**src/ssl_pkg.sv**
```systemverilog
// Shared constants and types of the speed loop front end.
// Assumes a single 250 MHz clock and AHB-Lite register access.
package ssl_pkg;

	// Register byte addresses (low 12 address bits decoded)
	localparam logic [11:0] ADDR_MAX_SPEED = 12'h150;
	localparam logic [11:0] ADDR_KP = 12'h208;
	localparam logic [11:0] ADDR_KI = 12'h20c;
	localparam logic [11:0] ADDR_KF = 12'h210;
	localparam logic [11:0] ADDR_TUNE = 12'h240;
	localparam logic [11:0] ADDR_INERTIA = 12'h300;
	localparam logic [11:0] ADDR_BW = 12'h304;
	localparam logic [11:0] ADDR_STATUS = 12'h308;
	localparam logic [11:0] ADDR_PRESET0 = 12'h310;
	localparam logic [11:0] ADDR_PRESET1 = 12'h314;
	localparam logic [11:0] ADDR_PRESET2 = 12'h318;
	localparam logic [11:0] ADDR_SPEED_RD = 12'h320;

	// Status register field positions
	localparam int STAT_STABLE_BIT = 32'h0;
	localparam int STAT_EST_EN_BIT = 32'h1;

	// Upper bounds of writable values
	localparam logic [15:0] MAX_SPEED_MAX = 16'h2710;
	localparam logic [15:0] KP_MAX = 16'h1fff;
	localparam logic [15:0] KI_MAX = 16'h03ff;
	localparam logic [15:0] KF_MAX = 16'h0064;
	localparam logic [15:0] TUNE_MAX = 16'h0002;
	localparam logic [15:0] BW_MAX = 16'h0009;

	// Reset values
	localparam logic [15:0] MAX_SPEED_RST = 16'h0bb8;
	localparam logic [15:0] KP_RST = 16'h01f4;
	localparam logic [15:0] KI_RST = 16'h0000;
	localparam logic [15:0] KF_RST = 16'h0000;
	localparam logic [15:0] INERTIA_RST = 16'h000a;
	localparam logic [15:0] BW_RST = 16'h0004;

	// Analog scaling: reference arrives in millivolts, full scale 10 V
	localparam int FULL_SCALE_V = 32'ha;
	localparam int MV_PER_V = 32'h3e8;
	localparam logic signed [32:0] SCALE_DIV = 33'(FULL_SCALE_V * MV_PER_V);
	localparam logic signed [15:0] FULL_SCALE_MV = 16'(FULL_SCALE_V * MV_PER_V);

	// Automatic gain derivation
	localparam logic [15:0] KP_PER_LEVEL = 16'h0032;
	localparam logic [15:0] INERTIA_UNIT = 16'h000a;
	localparam logic [15:0] INERTIA_HIGH = 16'h00c8;

	// Periodic inertia save
	localparam longint SAVE_PERIOD_MIN = 64'h1e;
	localparam longint SEC_PER_MIN = 64'h3c;
	localparam longint CLK_HZ = 64'hee6b280;
	localparam logic [39:0] SAVE_PERIOD_CYCLES = 40'(SAVE_PERIOD_MIN * SEC_PER_MIN * CLK_HZ);

	typedef enum logic [1:0] {TUNE_MANUAL, TUNE_AUTO, TUNE_SEMI} ssl_tuning_e;

	typedef struct packed {
		logic signed [15:0] scaled;
	} ssl_scaler_s;

endpackage : ssl_pkg

```
**src/ssl_scale_if.sv**
```systemverilog
// Carries the analog reference and range to the scaler and the result back.
// Assumes both ends run on the same clock.
interface ssl_scale_if;
	logic signed [15:0] ref_mv;
	logic [15:0] max_speed;
	logic signed [15:0] scaled;
	modport scaler (input ref_mv, input max_speed, output scaled);
	modport user (output ref_mv, output max_speed, input scaled);
endinterface : ssl_scale_if

```
**src/ssl_scaler.sv**
```systemverilog
// Scales a millivolt reference by the full-scale speed setting.
// Assumes inputs already synchronous to hclk; result lags by one cycle.
module ssl_scaler (
	input wire logic hclk,
	input wire logic hresetn,
	ssl_scale_if.scaler sif
);
	ssl_pkg::ssl_scaler_s st_ff;
	ssl_pkg::ssl_scaler_s nxt_st;
	logic signed [32:0] prod;
	logic signed [32:0] quo;

	// Speed = volts x setting / 10, in millivolts
	always_comb begin
		prod = 33'(sif.ref_mv) * 33'($signed({1'b0, sif.max_speed}));
		quo = prod / ssl_pkg::SCALE_DIV;
		nxt_st.scaled = quo[15:0];
	end

	// Result register
	always_ff @(posedge hclk or negedge hresetn) begin
		if (!hresetn) begin
			st_ff <= '0;
		end else begin
			st_ff <= nxt_st;
		end
	end

	assign sif.scaled = st_ff.scaled;
endmodule : ssl_scaler

```
**src/ssl_speed_loop.sv**
```systemverilog
// Speed control front end: analog scaling, command select, speed gains, tuning.
// Assumes AHB-Lite master on hclk; pins and estimator outputs are asynchronous.
// Function
// - Command equals volts times max speed over ten
// - Max speed maps to 10 V, both modes
// - Select inputs choose command only when servo on
// - Tuning selector holds 0 to 2
// - Manual uses user gains, automatic functions off
// - Leaving automatic for manual loads measured gains
// - Auto mode estimates, saves inertia every 30 minutes
// - Ten bandwidth levels, gains from measured inertia
// - Semi-auto: stable sets status, stops, saves inertia
// - Excessive inertia clears status, resumes estimation
// - Proportional gain 0..8191, default 500
// - Integral gain 0..1023
// - Feed-forward gain 0..100 percent, default 0
module ssl_speed_loop #(
	parameter logic [39:0] SAVE_CYCLES = ssl_pkg::SAVE_PERIOD_CYCLES
) (
	input wire logic hclk,
	input wire logic hresetn,
	input wire logic hsel,
	input wire logic [31:0] haddr,
	input wire logic [1:0] htrans,
	input wire logic hwrite,
	input wire logic [2:0] hsize,
	input wire logic [31:0] hwdata,
	input wire logic hready,
	output logic hreadyout,
	output logic hresp,
	output logic [31:0] hrdata,
	input wire logic servo_on,
	input wire logic [1:0] speed_select_inputs,
	input wire logic zero_reference_speed_mode,
	input wire logic torque_mode,
	input wire logic [15:0] ref_mv,
	input wire logic [15:0] est_inertia,
	input wire logic inertia_settled,
	output logic [15:0] speed_cmd,
	output logic [15:0] speed_limit,
	output logic [15:0] proportional_gain,
	output logic [15:0] integral_gain,
	output logic [15:0] feedforward_gain,
	output logic est_enable,
	output logic inertia_stable_status
);
	typedef struct packed {
		logic [37:0] sync1;
		logic [37:0] sync2;
		logic wr_pend;
		logic rd_wait;
		logic [11:0] addr;
		logic [31:0] hrdata;
		logic [15:0] max_speed;
		logic [15:0] kp;
		logic [15:0] ki;
		logic [15:0] kf;
		ssl_pkg::ssl_tuning_e mode;
		logic [15:0] inertia;
		logic [15:0] bw;
		logic [2:0][15:0] preset;
		logic stable;
		logic [39:0] save_cnt;
		logic [15:0] auto_kp;
		logic [15:0] auto_ki;
		logic [15:0] speed_cmd;
		logic [15:0] speed_limit;
		logic [15:0] act_kp;
		logic [15:0] act_ki;
		logic [15:0] act_kf;
		logic est_en;
	} ssl_top_s;

	ssl_top_s st_ff;
	ssl_top_s nxt_st;
	ssl_scale_if sif ();

	logic s_servo_on;
	logic [1:0] s_sel;
	logic s_zref;
	logic s_torque;
	logic s_settled;
	logic [15:0] s_est;
	logic [15:0] s_ref;
	logic bus_take;
	logic [15:0] wv;
	logic [31:0] rd_val;
	logic [31:0] kp_calc;
	logic [31:0] ki_calc;
	logic est_high;
	logic save_due;

	// Synchronised pin view, second stage only
	assign {s_servo_on, s_sel, s_zref, s_torque, s_settled, s_est, s_ref} = st_ff.sync2;
	assign bus_take = hsel && hready && htrans[1];
	assign wv = hwdata[15:0];
	assign est_high = s_est > ssl_pkg::INERTIA_HIGH;
	assign save_due = st_ff.save_cnt >= SAVE_CYCLES - 40'h1;

	// Analog scaling
	assign sif.ref_mv = $signed(s_ref);
	assign sif.max_speed = st_ff.max_speed;
	ssl_scaler u_scaler (
		.hclk(hclk),
		.hresetn(hresetn),
		.sif(sif)
	);

	function automatic logic [15:0] clamp16(input logic [15:0] v, input logic [15:0] lim);
		clamp16 = (v > lim) ? lim : v;
	endfunction : clamp16

	// Gains from bandwidth level and stored inertia
	always_comb begin
		kp_calc = 32'(ssl_pkg::KP_PER_LEVEL * (st_ff.bw + 16'h1));
		kp_calc = (kp_calc * (32'(ssl_pkg::INERTIA_UNIT) + 32'(st_ff.inertia))) / 32'(ssl_pkg::INERTIA_UNIT);
		if (kp_calc > 32'(ssl_pkg::KP_MAX)) begin
			kp_calc = 32'(ssl_pkg::KP_MAX);
		end
		ki_calc = kp_calc >> 2;
		if (ki_calc > 32'(ssl_pkg::KI_MAX)) begin
			ki_calc = 32'(ssl_pkg::KI_MAX);
		end
	end

	// Read mux; unmapped addresses read zero
	always_comb begin
		rd_val = 32'h0;
		case (st_ff.addr)
			ssl_pkg::ADDR_MAX_SPEED: rd_val = {16'h0, st_ff.max_speed};
			ssl_pkg::ADDR_KP: rd_val = {16'h0, st_ff.kp};
			ssl_pkg::ADDR_KI: rd_val = {16'h0, st_ff.ki};
			ssl_pkg::ADDR_KF: rd_val = {16'h0, st_ff.kf};
			ssl_pkg::ADDR_TUNE: rd_val = {30'h0, st_ff.mode};
			ssl_pkg::ADDR_INERTIA: rd_val = {16'h0, st_ff.inertia};
			ssl_pkg::ADDR_BW: rd_val = {16'h0, st_ff.bw};
			ssl_pkg::ADDR_STATUS: begin
				rd_val[ssl_pkg::STAT_STABLE_BIT] = st_ff.stable;
				rd_val[ssl_pkg::STAT_EST_EN_BIT] = st_ff.est_en;
			end
			ssl_pkg::ADDR_PRESET0: rd_val = {16'h0, st_ff.preset[0]};
			ssl_pkg::ADDR_PRESET1: rd_val = {16'h0, st_ff.preset[1]};
			ssl_pkg::ADDR_PRESET2: rd_val = {16'h0, st_ff.preset[2]};
			ssl_pkg::ADDR_SPEED_RD: rd_val = {16'h0, st_ff.speed_cmd};
			default: rd_val = 32'h0;
		endcase
	end

	// Next state
	always_comb begin
		nxt_st = st_ff;
		nxt_st.sync1 = {servo_on, speed_select_inputs, zero_reference_speed_mode, torque_mode,
			inertia_settled, est_inertia, ref_mv};
		nxt_st.sync2 = st_ff.sync1;
		// Bus address phase; reads take one wait cycle
		nxt_st.wr_pend = 1'b0;
		nxt_st.rd_wait = 1'b0;
		if (bus_take) begin
			nxt_st.addr = haddr[11:0];
			nxt_st.wr_pend = hwrite;
			nxt_st.rd_wait = !hwrite;
		end
		if (st_ff.rd_wait) begin
			nxt_st.hrdata = rd_val;
		end
		nxt_st.auto_kp = kp_calc[15:0];
		nxt_st.auto_ki = ki_calc[15:0];
		// Periodic save in continuous auto mode
		nxt_st.save_cnt = 40'h0;
		if (st_ff.mode == ssl_pkg::TUNE_AUTO) begin
			if (save_due) begin
				nxt_st.inertia = s_est;
			end else begin
				nxt_st.save_cnt = st_ff.save_cnt + 40'h1;
			end
		end
		// Semi-auto settling and excessive inertia
		if (st_ff.mode == ssl_pkg::TUNE_SEMI && !st_ff.stable && s_settled && !est_high) begin
			nxt_st.stable = 1'b1;
			nxt_st.inertia = s_est;
		end
		if (st_ff.mode != ssl_pkg::TUNE_MANUAL && est_high) begin
			nxt_st.stable = 1'b0;
		end
		// Bus writes in the data phase, clamped to range except inertia and presets
		if (st_ff.wr_pend) begin
			case (st_ff.addr)
				ssl_pkg::ADDR_MAX_SPEED: nxt_st.max_speed = clamp16(wv, ssl_pkg::MAX_SPEED_MAX);
				ssl_pkg::ADDR_KP: nxt_st.kp = clamp16(wv, ssl_pkg::KP_MAX);
				ssl_pkg::ADDR_KI: nxt_st.ki = clamp16(wv, ssl_pkg::KI_MAX);
				ssl_pkg::ADDR_KF: nxt_st.kf = clamp16(wv, ssl_pkg::KF_MAX);
				ssl_pkg::ADDR_TUNE: begin
					nxt_st.mode = ssl_pkg::ssl_tuning_e'(2'(clamp16(wv, ssl_pkg::TUNE_MAX)));
					if (clamp16(wv, ssl_pkg::TUNE_MAX) == 16'h0 && st_ff.mode != ssl_pkg::TUNE_MANUAL) begin
						nxt_st.kp = st_ff.auto_kp;
						nxt_st.ki = st_ff.auto_ki;
					end
					nxt_st.save_cnt = 40'h0;
				end
				ssl_pkg::ADDR_INERTIA: nxt_st.inertia = wv;
				ssl_pkg::ADDR_BW: nxt_st.bw = clamp16(wv, ssl_pkg::BW_MAX);
				ssl_pkg::ADDR_PRESET0: nxt_st.preset[0] = wv;
				ssl_pkg::ADDR_PRESET1: nxt_st.preset[1] = wv;
				ssl_pkg::ADDR_PRESET2: nxt_st.preset[2] = wv;
				default: nxt_st.addr = st_ff.addr;
			endcase
		end
		// Command selection
		nxt_st.speed_cmd = 16'h0;
		if (s_servo_on && !s_torque) begin
			case (s_sel)
				2'h0: nxt_st.speed_cmd = s_zref ? 16'h0 : sif.scaled;
				2'h1: nxt_st.speed_cmd = st_ff.preset[0];
				2'h2: nxt_st.speed_cmd = st_ff.preset[1];
				2'h3: nxt_st.speed_cmd = st_ff.preset[2];
				default: nxt_st.speed_cmd = 16'h0;
			endcase
		end
		nxt_st.speed_limit = s_torque ? sif.scaled : 16'h0;
		// Active gains and estimator enable
		nxt_st.est_en = st_ff.mode == ssl_pkg::TUNE_AUTO || (st_ff.mode == ssl_pkg::TUNE_SEMI && !st_ff.stable);
		if (st_ff.mode == ssl_pkg::TUNE_MANUAL) begin
			nxt_st.est_en = 1'b0;
			nxt_st.act_kp = st_ff.kp;
			nxt_st.act_ki = st_ff.ki;
		end else begin
			nxt_st.act_kp = st_ff.auto_kp;
			nxt_st.act_ki = st_ff.auto_ki;
		end
		nxt_st.act_kf = st_ff.kf;
	end

	// State register
	always_ff @(posedge hclk or negedge hresetn) begin
		if (!hresetn) begin
			st_ff <= '0;
			st_ff.max_speed <= ssl_pkg::MAX_SPEED_RST;
			st_ff.kp <= ssl_pkg::KP_RST;
			st_ff.ki <= ssl_pkg::KI_RST;
			st_ff.kf <= ssl_pkg::KF_RST;
			st_ff.mode <= ssl_pkg::TUNE_MANUAL;
			st_ff.inertia <= ssl_pkg::INERTIA_RST;
			st_ff.bw <= ssl_pkg::BW_RST;
			st_ff.act_kp <= ssl_pkg::KP_RST;
		end else begin
			st_ff <= nxt_st;
		end
	end

	// Outputs
	assign hreadyout = !st_ff.rd_wait;
	assign hresp = 1'b0;
	assign hrdata = st_ff.hrdata;
	assign speed_cmd = st_ff.speed_cmd;
	assign speed_limit = st_ff.speed_limit;
	assign proportional_gain = st_ff.act_kp;
	assign integral_gain = st_ff.act_ki;
	assign feedforward_gain = st_ff.act_kf;
	assign est_enable = st_ff.est_en;
	assign inertia_stable_status = st_ff.stable;
endmodule : ssl_speed_loop

```
**config.mk**
```make
export PLATFORM = sky130hd
export DESIGN_NAME = ssl_speed_loop
export DESIGN_NICKNAME = d
export VERILOG_FILES = /design/src/ssl_pkg.sv /design/src/ssl_scale_if.sv /design/src/ssl_scaler.sv /design/src/ssl_speed_loop.sv
export SDC_FILE = /design/constraint.sdc
export NUM_CORES = 2
export LEC_CHECK = 0
export ABC_AREA = 1
export BUFFER_PORTS_ARGS = -buffer_cell sky130_fd_sc_hd__buf_2
export CAP_MARGIN = 20
export CORE_AREA = 2 2 417 419
export DETAILED_ROUTE_END_ITERATION = 12
export DIE_AREA = 0 0 419 421
export SETUP_SLACK_MARGIN = 0.3
export SLEW_MARGIN = 40
export SYNTH_ARGS = -nofsm -noshare
export SYNTH_HDL_FRONTEND = slang
export SYNTH_SLANG_ARGS = --single-unit
```
**constraint.sdc**
```tcl
create_clock -name hclk -period 28.7 [get_ports hclk]
set_input_delay 1.435 -clock hclk [delete_from_list [all_inputs] [get_ports hclk]]
set_output_delay 1.435 -clock hclk [all_outputs]
set_load 0.01 [all_outputs]
```
**Word level (Yosys, flattened, before mapping)**

Index checks and enable logic that the tools add are counted.

- Add/sub/neg operators: 3
- Multiply operators: 3
- Divide/modulo/power cells: 2
- Order comparisons: 10
- Eq/ne operators: 19
- Mux-type cells: 37
- Reduce and logical (&&, ||, !) cells: 31

Operators by type and width:

| operator | number |
|---|---|
| $mux W16 | 18 |
| $mux W40 | 4 |
| $pmux W14 S10 | 1 |
| $eq A12 B10 Y1 const B | 11 |
| $mux W32 | 3 |
| $mux W80 | 1 |
| $pmux W16 S2 | 2 |
| $pmux W16 S4 | 1 |
| $add A40 B1 Y40 const B | 1 |
| $ge A40 B39 Y1 const B | 1 |
| $div A33 B15 Y33 const B | 1 |
| $mul A16 B17 Y33 | 1 |
| $div A32 B4 Y32 const B | 1 |
| $gt A32 B13 Y1 const B | 1 |
| $mul A22 B17 Y31 | 1 |
| $gt A30 B10 Y1 const B | 1 |
| $mux W12 | 2 |
| $pmux W2 S12 | 1 |
| $mul A5 B17 Y22 const A | 1 |
| $add A16 B1 Y17 const B | 1 |
| $add A4 B16 Y17 const A | 1 |
| $gt A16 B10 Y1 const B | 1 |
| $gt A16 B13 Y1 const B | 1 |
| $gt A16 B14 Y1 const B | 1 |
| 19 further kinds | 47 |

- Flip-flop bits (word level): 438
- Input bits: 112
- Output and inout port bits: 116
- Word-level logic and storage cells: 132

**Depth between registers and ports, before layout**

- Depth in word-level cells: 8
- Depth in mapped cells: 185
- Mapped depth without buffers: 179

**By module**

Synthesis repeated with hierarchy kept, for this count alone.

- Cells, all modules: 7312
- Area total of the unflattened synthesis: 53269.8 um^2

By module, submodules not included:

| module | times used | cells each | area an instance (um^2) | seq. area each (um^2) |
|---|---|---|---|---|
| ssl_speed_loop | 1 | 4215 | 33363.2 | 10187.3 |
| ssl_scaler | 1 | 3097 | 19906.6 | 400.4 |

**Worst setup path before layout**

Ideal clock, no wire load.

- Kind: register to register
- From: register st_ff[202] (netlist name)
- To: register st_ff[97] (netlist name)
- Data arrival time: 20.111 ns
- Required time: 28.568 ns
- Path slack: 8.457 ns
- Stages on the path, launching flop included: 154
- Buffers on the path: 1
- Clock period less this slack: 20.243 ns
- Cells stage by stage: dfrtp_1 clkbuf_1 clkinv_1 nor3_1 nand3_1 nor2_1 nand3_1 xnor2_1 ha_1 ha_1 inv_1 fa_1 inv_1 ha_1 a21oi_1 a21boi_0 xor2_1 inv_1 (+118 left out) nand2_1 nand2_1 nand2_1 inv_1 nand2_1 nand2_1 nand2_1 nand2_1 inv_1 nand2_1 nand2_1 nand2_1 nand2_1 inv_1 nand2_1 nand2_1 a21oi_1 nand4_1

- Cells in the longest elaborated chain, start to end: 6

Ends and longest elaborated chain:

| item | RTL line | text |
|---|---|---|
| from (decl) | ssl_speed_loop.sv:74 | `ssl_top_s st_ff;` |
| from (signal assigned) | ssl_speed_loop.sv:246 | `st_ff <= nxt_st;` |
| $add A16 B1 Y17 (*) | ssl_speed_loop.sv:115 | `kp_calc = 32'(ssl_pkg::KP_PER_LEVEL * (st_ff.bw + 16'h1));` |
| $mul A5 B17 Y22 (*) | ssl_speed_loop.sv:115 |  |
| $mul A22 B17 Y31 (*) | ssl_speed_loop.sv:116 | `kp_calc = (kp_calc * (32'(ssl_pkg::INERTIA_UNIT) + 32'(st_ff.inertia))) / 32'(ssl_pkg::INERTIA_UNIT);` |
| $div A32 B4 Y32 (*) | ssl_speed_loop.sv:116 |  |
| $gt A32 B13 Y1 | ssl_speed_loop.sv:117 | `if (kp_calc > 32'(ssl_pkg::KP_MAX)) begin` |
| $mux W32 (*) | ssl_speed_loop.sv:117 |  |
| via kp_calc[0] | ssl_speed_loop.sv:88 | `logic [31:0] kp_calc;` |

The timed path passes the listed nets; every way through them passes the cells marked *.
A chain may end at the register's enable or synchronous reset.

**Worst setup path in the final report**

Same ends and word-level chain as after synthesis.

==> out/results.tsv <==
metric	value	unit
status	complete, no violations	
Max-Slew Margin vs Limit	37.2	%
Top Ports	228	
max cap viols	0	
Worst EP arrival	25.44	ns
CTS Hold Bufs	0	
routability congestion estimate	0.966	
total congestion overflow	0	
area share of the largest cell type after synthesis	19.5	%
endpoints failing hold	0	
Buf/Inv on CP	21	
starting density of the core	29.8	%
WP data required	29.22	ns
CTS clock-pin slew for the worst setup and hold paths	0.07	ns
pin count of the biggest net entering global routing	77	
main combinational cell family by area after synthesis	simple AND/OR/NAND/NOR gates	
r2r endpoint	st_ff[97]	
delay-heaviest family, CP	simple AND/OR/NAND/NOR gates	
Min Clock Period, post-route	24.92	ns
Critical Path Stages	163	
CP dominant cell by count	nand2_1	
Yosys cell types	81	
Post-synth EDFFs	0	
synth warn	0	
Routed wire per std cell	16.5	um
drt first pass iters	9	
CP Launch Type	flip-flop	
Least-Margin Pin Slew	0.936	ns
CTS root buf	clkbuf_16	
chip height	421	um
FF-to-FF Start	st_ff[202]	
share of layout cells above drive strength 1	12.0	%
Max Clk Rate	0.0401	GHz
Layout Area Growth over Synthesis	8.29	%
Post-Synth XOR/XNOR Area	3.54	%
slowest stage delay, CP	0.74	ns
max-slew violation total from the final report	0	
Worst setup endpoint	st_ff[97]	
GRT Total Usage	17.5	%
Routed WL	154	mm
WHS Path Cells	0	
Resize count post-CTS	0	
Iteration-0 DRC Markers	3101	
first-pass GRT wire length	244	mm
clock sink count	422	
post-synthesis compound-gate area fraction	6.50	%
Clock Tree Buf Depth	3	
cell count of the worst reg-to-reg path	163	
Die Footprint	0.176	mm^2
crit path kind	reg -> reg	
RSZ-0062 raised after global routing	no	
Clock Skew	0.0365	ns
register area share after synthesis	20.6	%
total number of vias	43900	
Die W	419	um
antenna violations before repair	14	
Async S/R FF share, synth	100	%
mux cell area share after synthesis	0.217	%
CTS tree	yes	
fillers	18400	
Layout Nets	7827	
Setup crit start	st_ff[202]	
FF-to-FF setup slack	3.78	ns
Post-route DRC	0	
critical-path maximum fanout	12	
fin crit share	86.8	%
post-CTS setup buffer count	0	
largest area contributor in the netlist	dfrtp_1	
hold crit path type	reg -> reg	
Synth Area in Simple Gates	29.9	%
Gate Count Post-Synth	7002	
# rows	153	
final setup fails	0	
Core Box Area	0.172	mm^2
FF/Latch Area	0.0106	mm^2
CP Capture Type	flip-flop	
Main synth FF type	dfrtp_1	
Post-DP HPWL	127	mm
register bit total from synthesis	422	
Post-DRT Antenna Nets	0	
area of the multi-input gates	0.0337	mm^2
Via density	4.69	
CTS Buf Count	49	
vias in the first global route	43600	
synthesized cell area	0.0514	mm^2
clock latency on the worst-skew pair	0.66	ns
setup tns final	0	ns
syn avg cell area	7.34	um^2
Area contributors post-synth	dfrtp_1, fa_1, nand2_1	
Synth Area in Adders	24.9	%
# port buffers	170	
slowest cell on the critical path	ha_1	
H-tree depth	2	
[through the flow]
stage	utilization, %	instances	area (um^2)	hold WS [ns]	setup slack [ns]
6_report	32.3	9353	55700	0.349	3.78
5_1_grt	32.3	9347	55700	0.346	0.738
4_1_cts	32.3	9343	55600	0.349	4.01
3_5_place_dp	31.3	9253	53900	0.335	4.10
3_3_place_gp	31.2	9251	53800	0.336	4.74
2_1_floorplan	-	7028	51500	0.331	8.46
[cells in the mapped netlist (74+ instances only)]
library cell	n
nor2_1	504
ha_1	257
inv_1	1399
o21ai_0	205
clkbuf_1	168
nand4_1	97
nor3_1	74
nand2_1	1749
dfrtp_1	400
nand2_2	202
xor2_1	136
buf_4	114
nand3_1	434
nand2_4	89
a21oi_1	148
fa_1	479
[state kept, by name (all words and copies together) (netlist names)]
| signal | cells |
|---|---|
| proportional_gain | 16 |
| speed_limit | 16 |
| s_ref | 16 |
| s_sel | 2 |
| integral_gain | 16 |
| est_enable | 1 |
| s_est | 16 |
| sif.max_speed | 16 |
| inertia_stable_status | 1 |
| u_scaler.sif.scaled | 16 |
| speed_cmd | 16 |
| s_settled | 1 |
| nxt_st | 54 |
| feedforward_gain | 16 |
| s_zref | 1 |
| s_torque | 1 |
| st_ff | 200 |
| s_servo_on | 1 |
| hrdata | 16 |
[area by class of cell]
class | instances | share of cell area, %
antenna | 10 | 0.0449
clock buffer | 55 | 2.30
clock inverter | 35 | 0.822
inverter | 1465 | 9.94
tap | 2325 | 5.22
sequential | 422 | 19.0
multi-input combinational | 4838 | 60.6
timing repair buffer | 203 | 2.08
[kinds of logic after synthesis]
kind of cell / count (synthesis)
AO/OA/AOI/OAI: 551
XOR/XNOR: 197
adder cells (fa/ha/maj): 736
buffers and inverters: 1768
flip-flops: 422
multiplexers: 10
other: 1
AND/OR/NAND/NOR: 3317
[layout by cell type (no fill, tap or decap), drive strengths merged, types with 103 or more instances in the layout]
cell / instances
a21oi: 164
buf: 203
dfrtp: 400
fa: 479
ha: 257
inv: 1450
nand2: 2041
nand3: 469
nand4: 103
nor2: 563
o21ai: 227
xor2: 141
[per-layer routing]
metal / vias to the layer above / wire length [um] / track usage (%)
met5: - / 20 / 0
met4: 2 / 10000 / 9.79
met3: 266 / 7380 / 1.71
met2: 1180 / 72700 / 29.3
met1: 21300 / 64000 / 22.1
li1: 21200 / - / -
[worst register-to-register path: cells and delay by family (launching register included)]
family          cells  cell delay (ns)
simple gates      113            12.72
flops               1             0.34
buf+inv            21             2.30
fa+ha+maj          12             5.50
xor+xnor            1             0.18
compound gates     16             3.73
[worst min-delay path by stage]
stage	endpoint	from
after floorplan	s_est[0]	nxt_st[362]
after global placement	s_ref[9]	nxt_st[355]
after detailed placement	s_ref[1]	nxt_st[347]
after CTS	s_est[15]	nxt_st[377]
after global routing	s_est[15]	nxt_st[377]
final	s_torque	nxt_st[379]
Power is not shown: default switching activity piles up to over one toggle a cycle in this logic, so the estimate is an artifact.
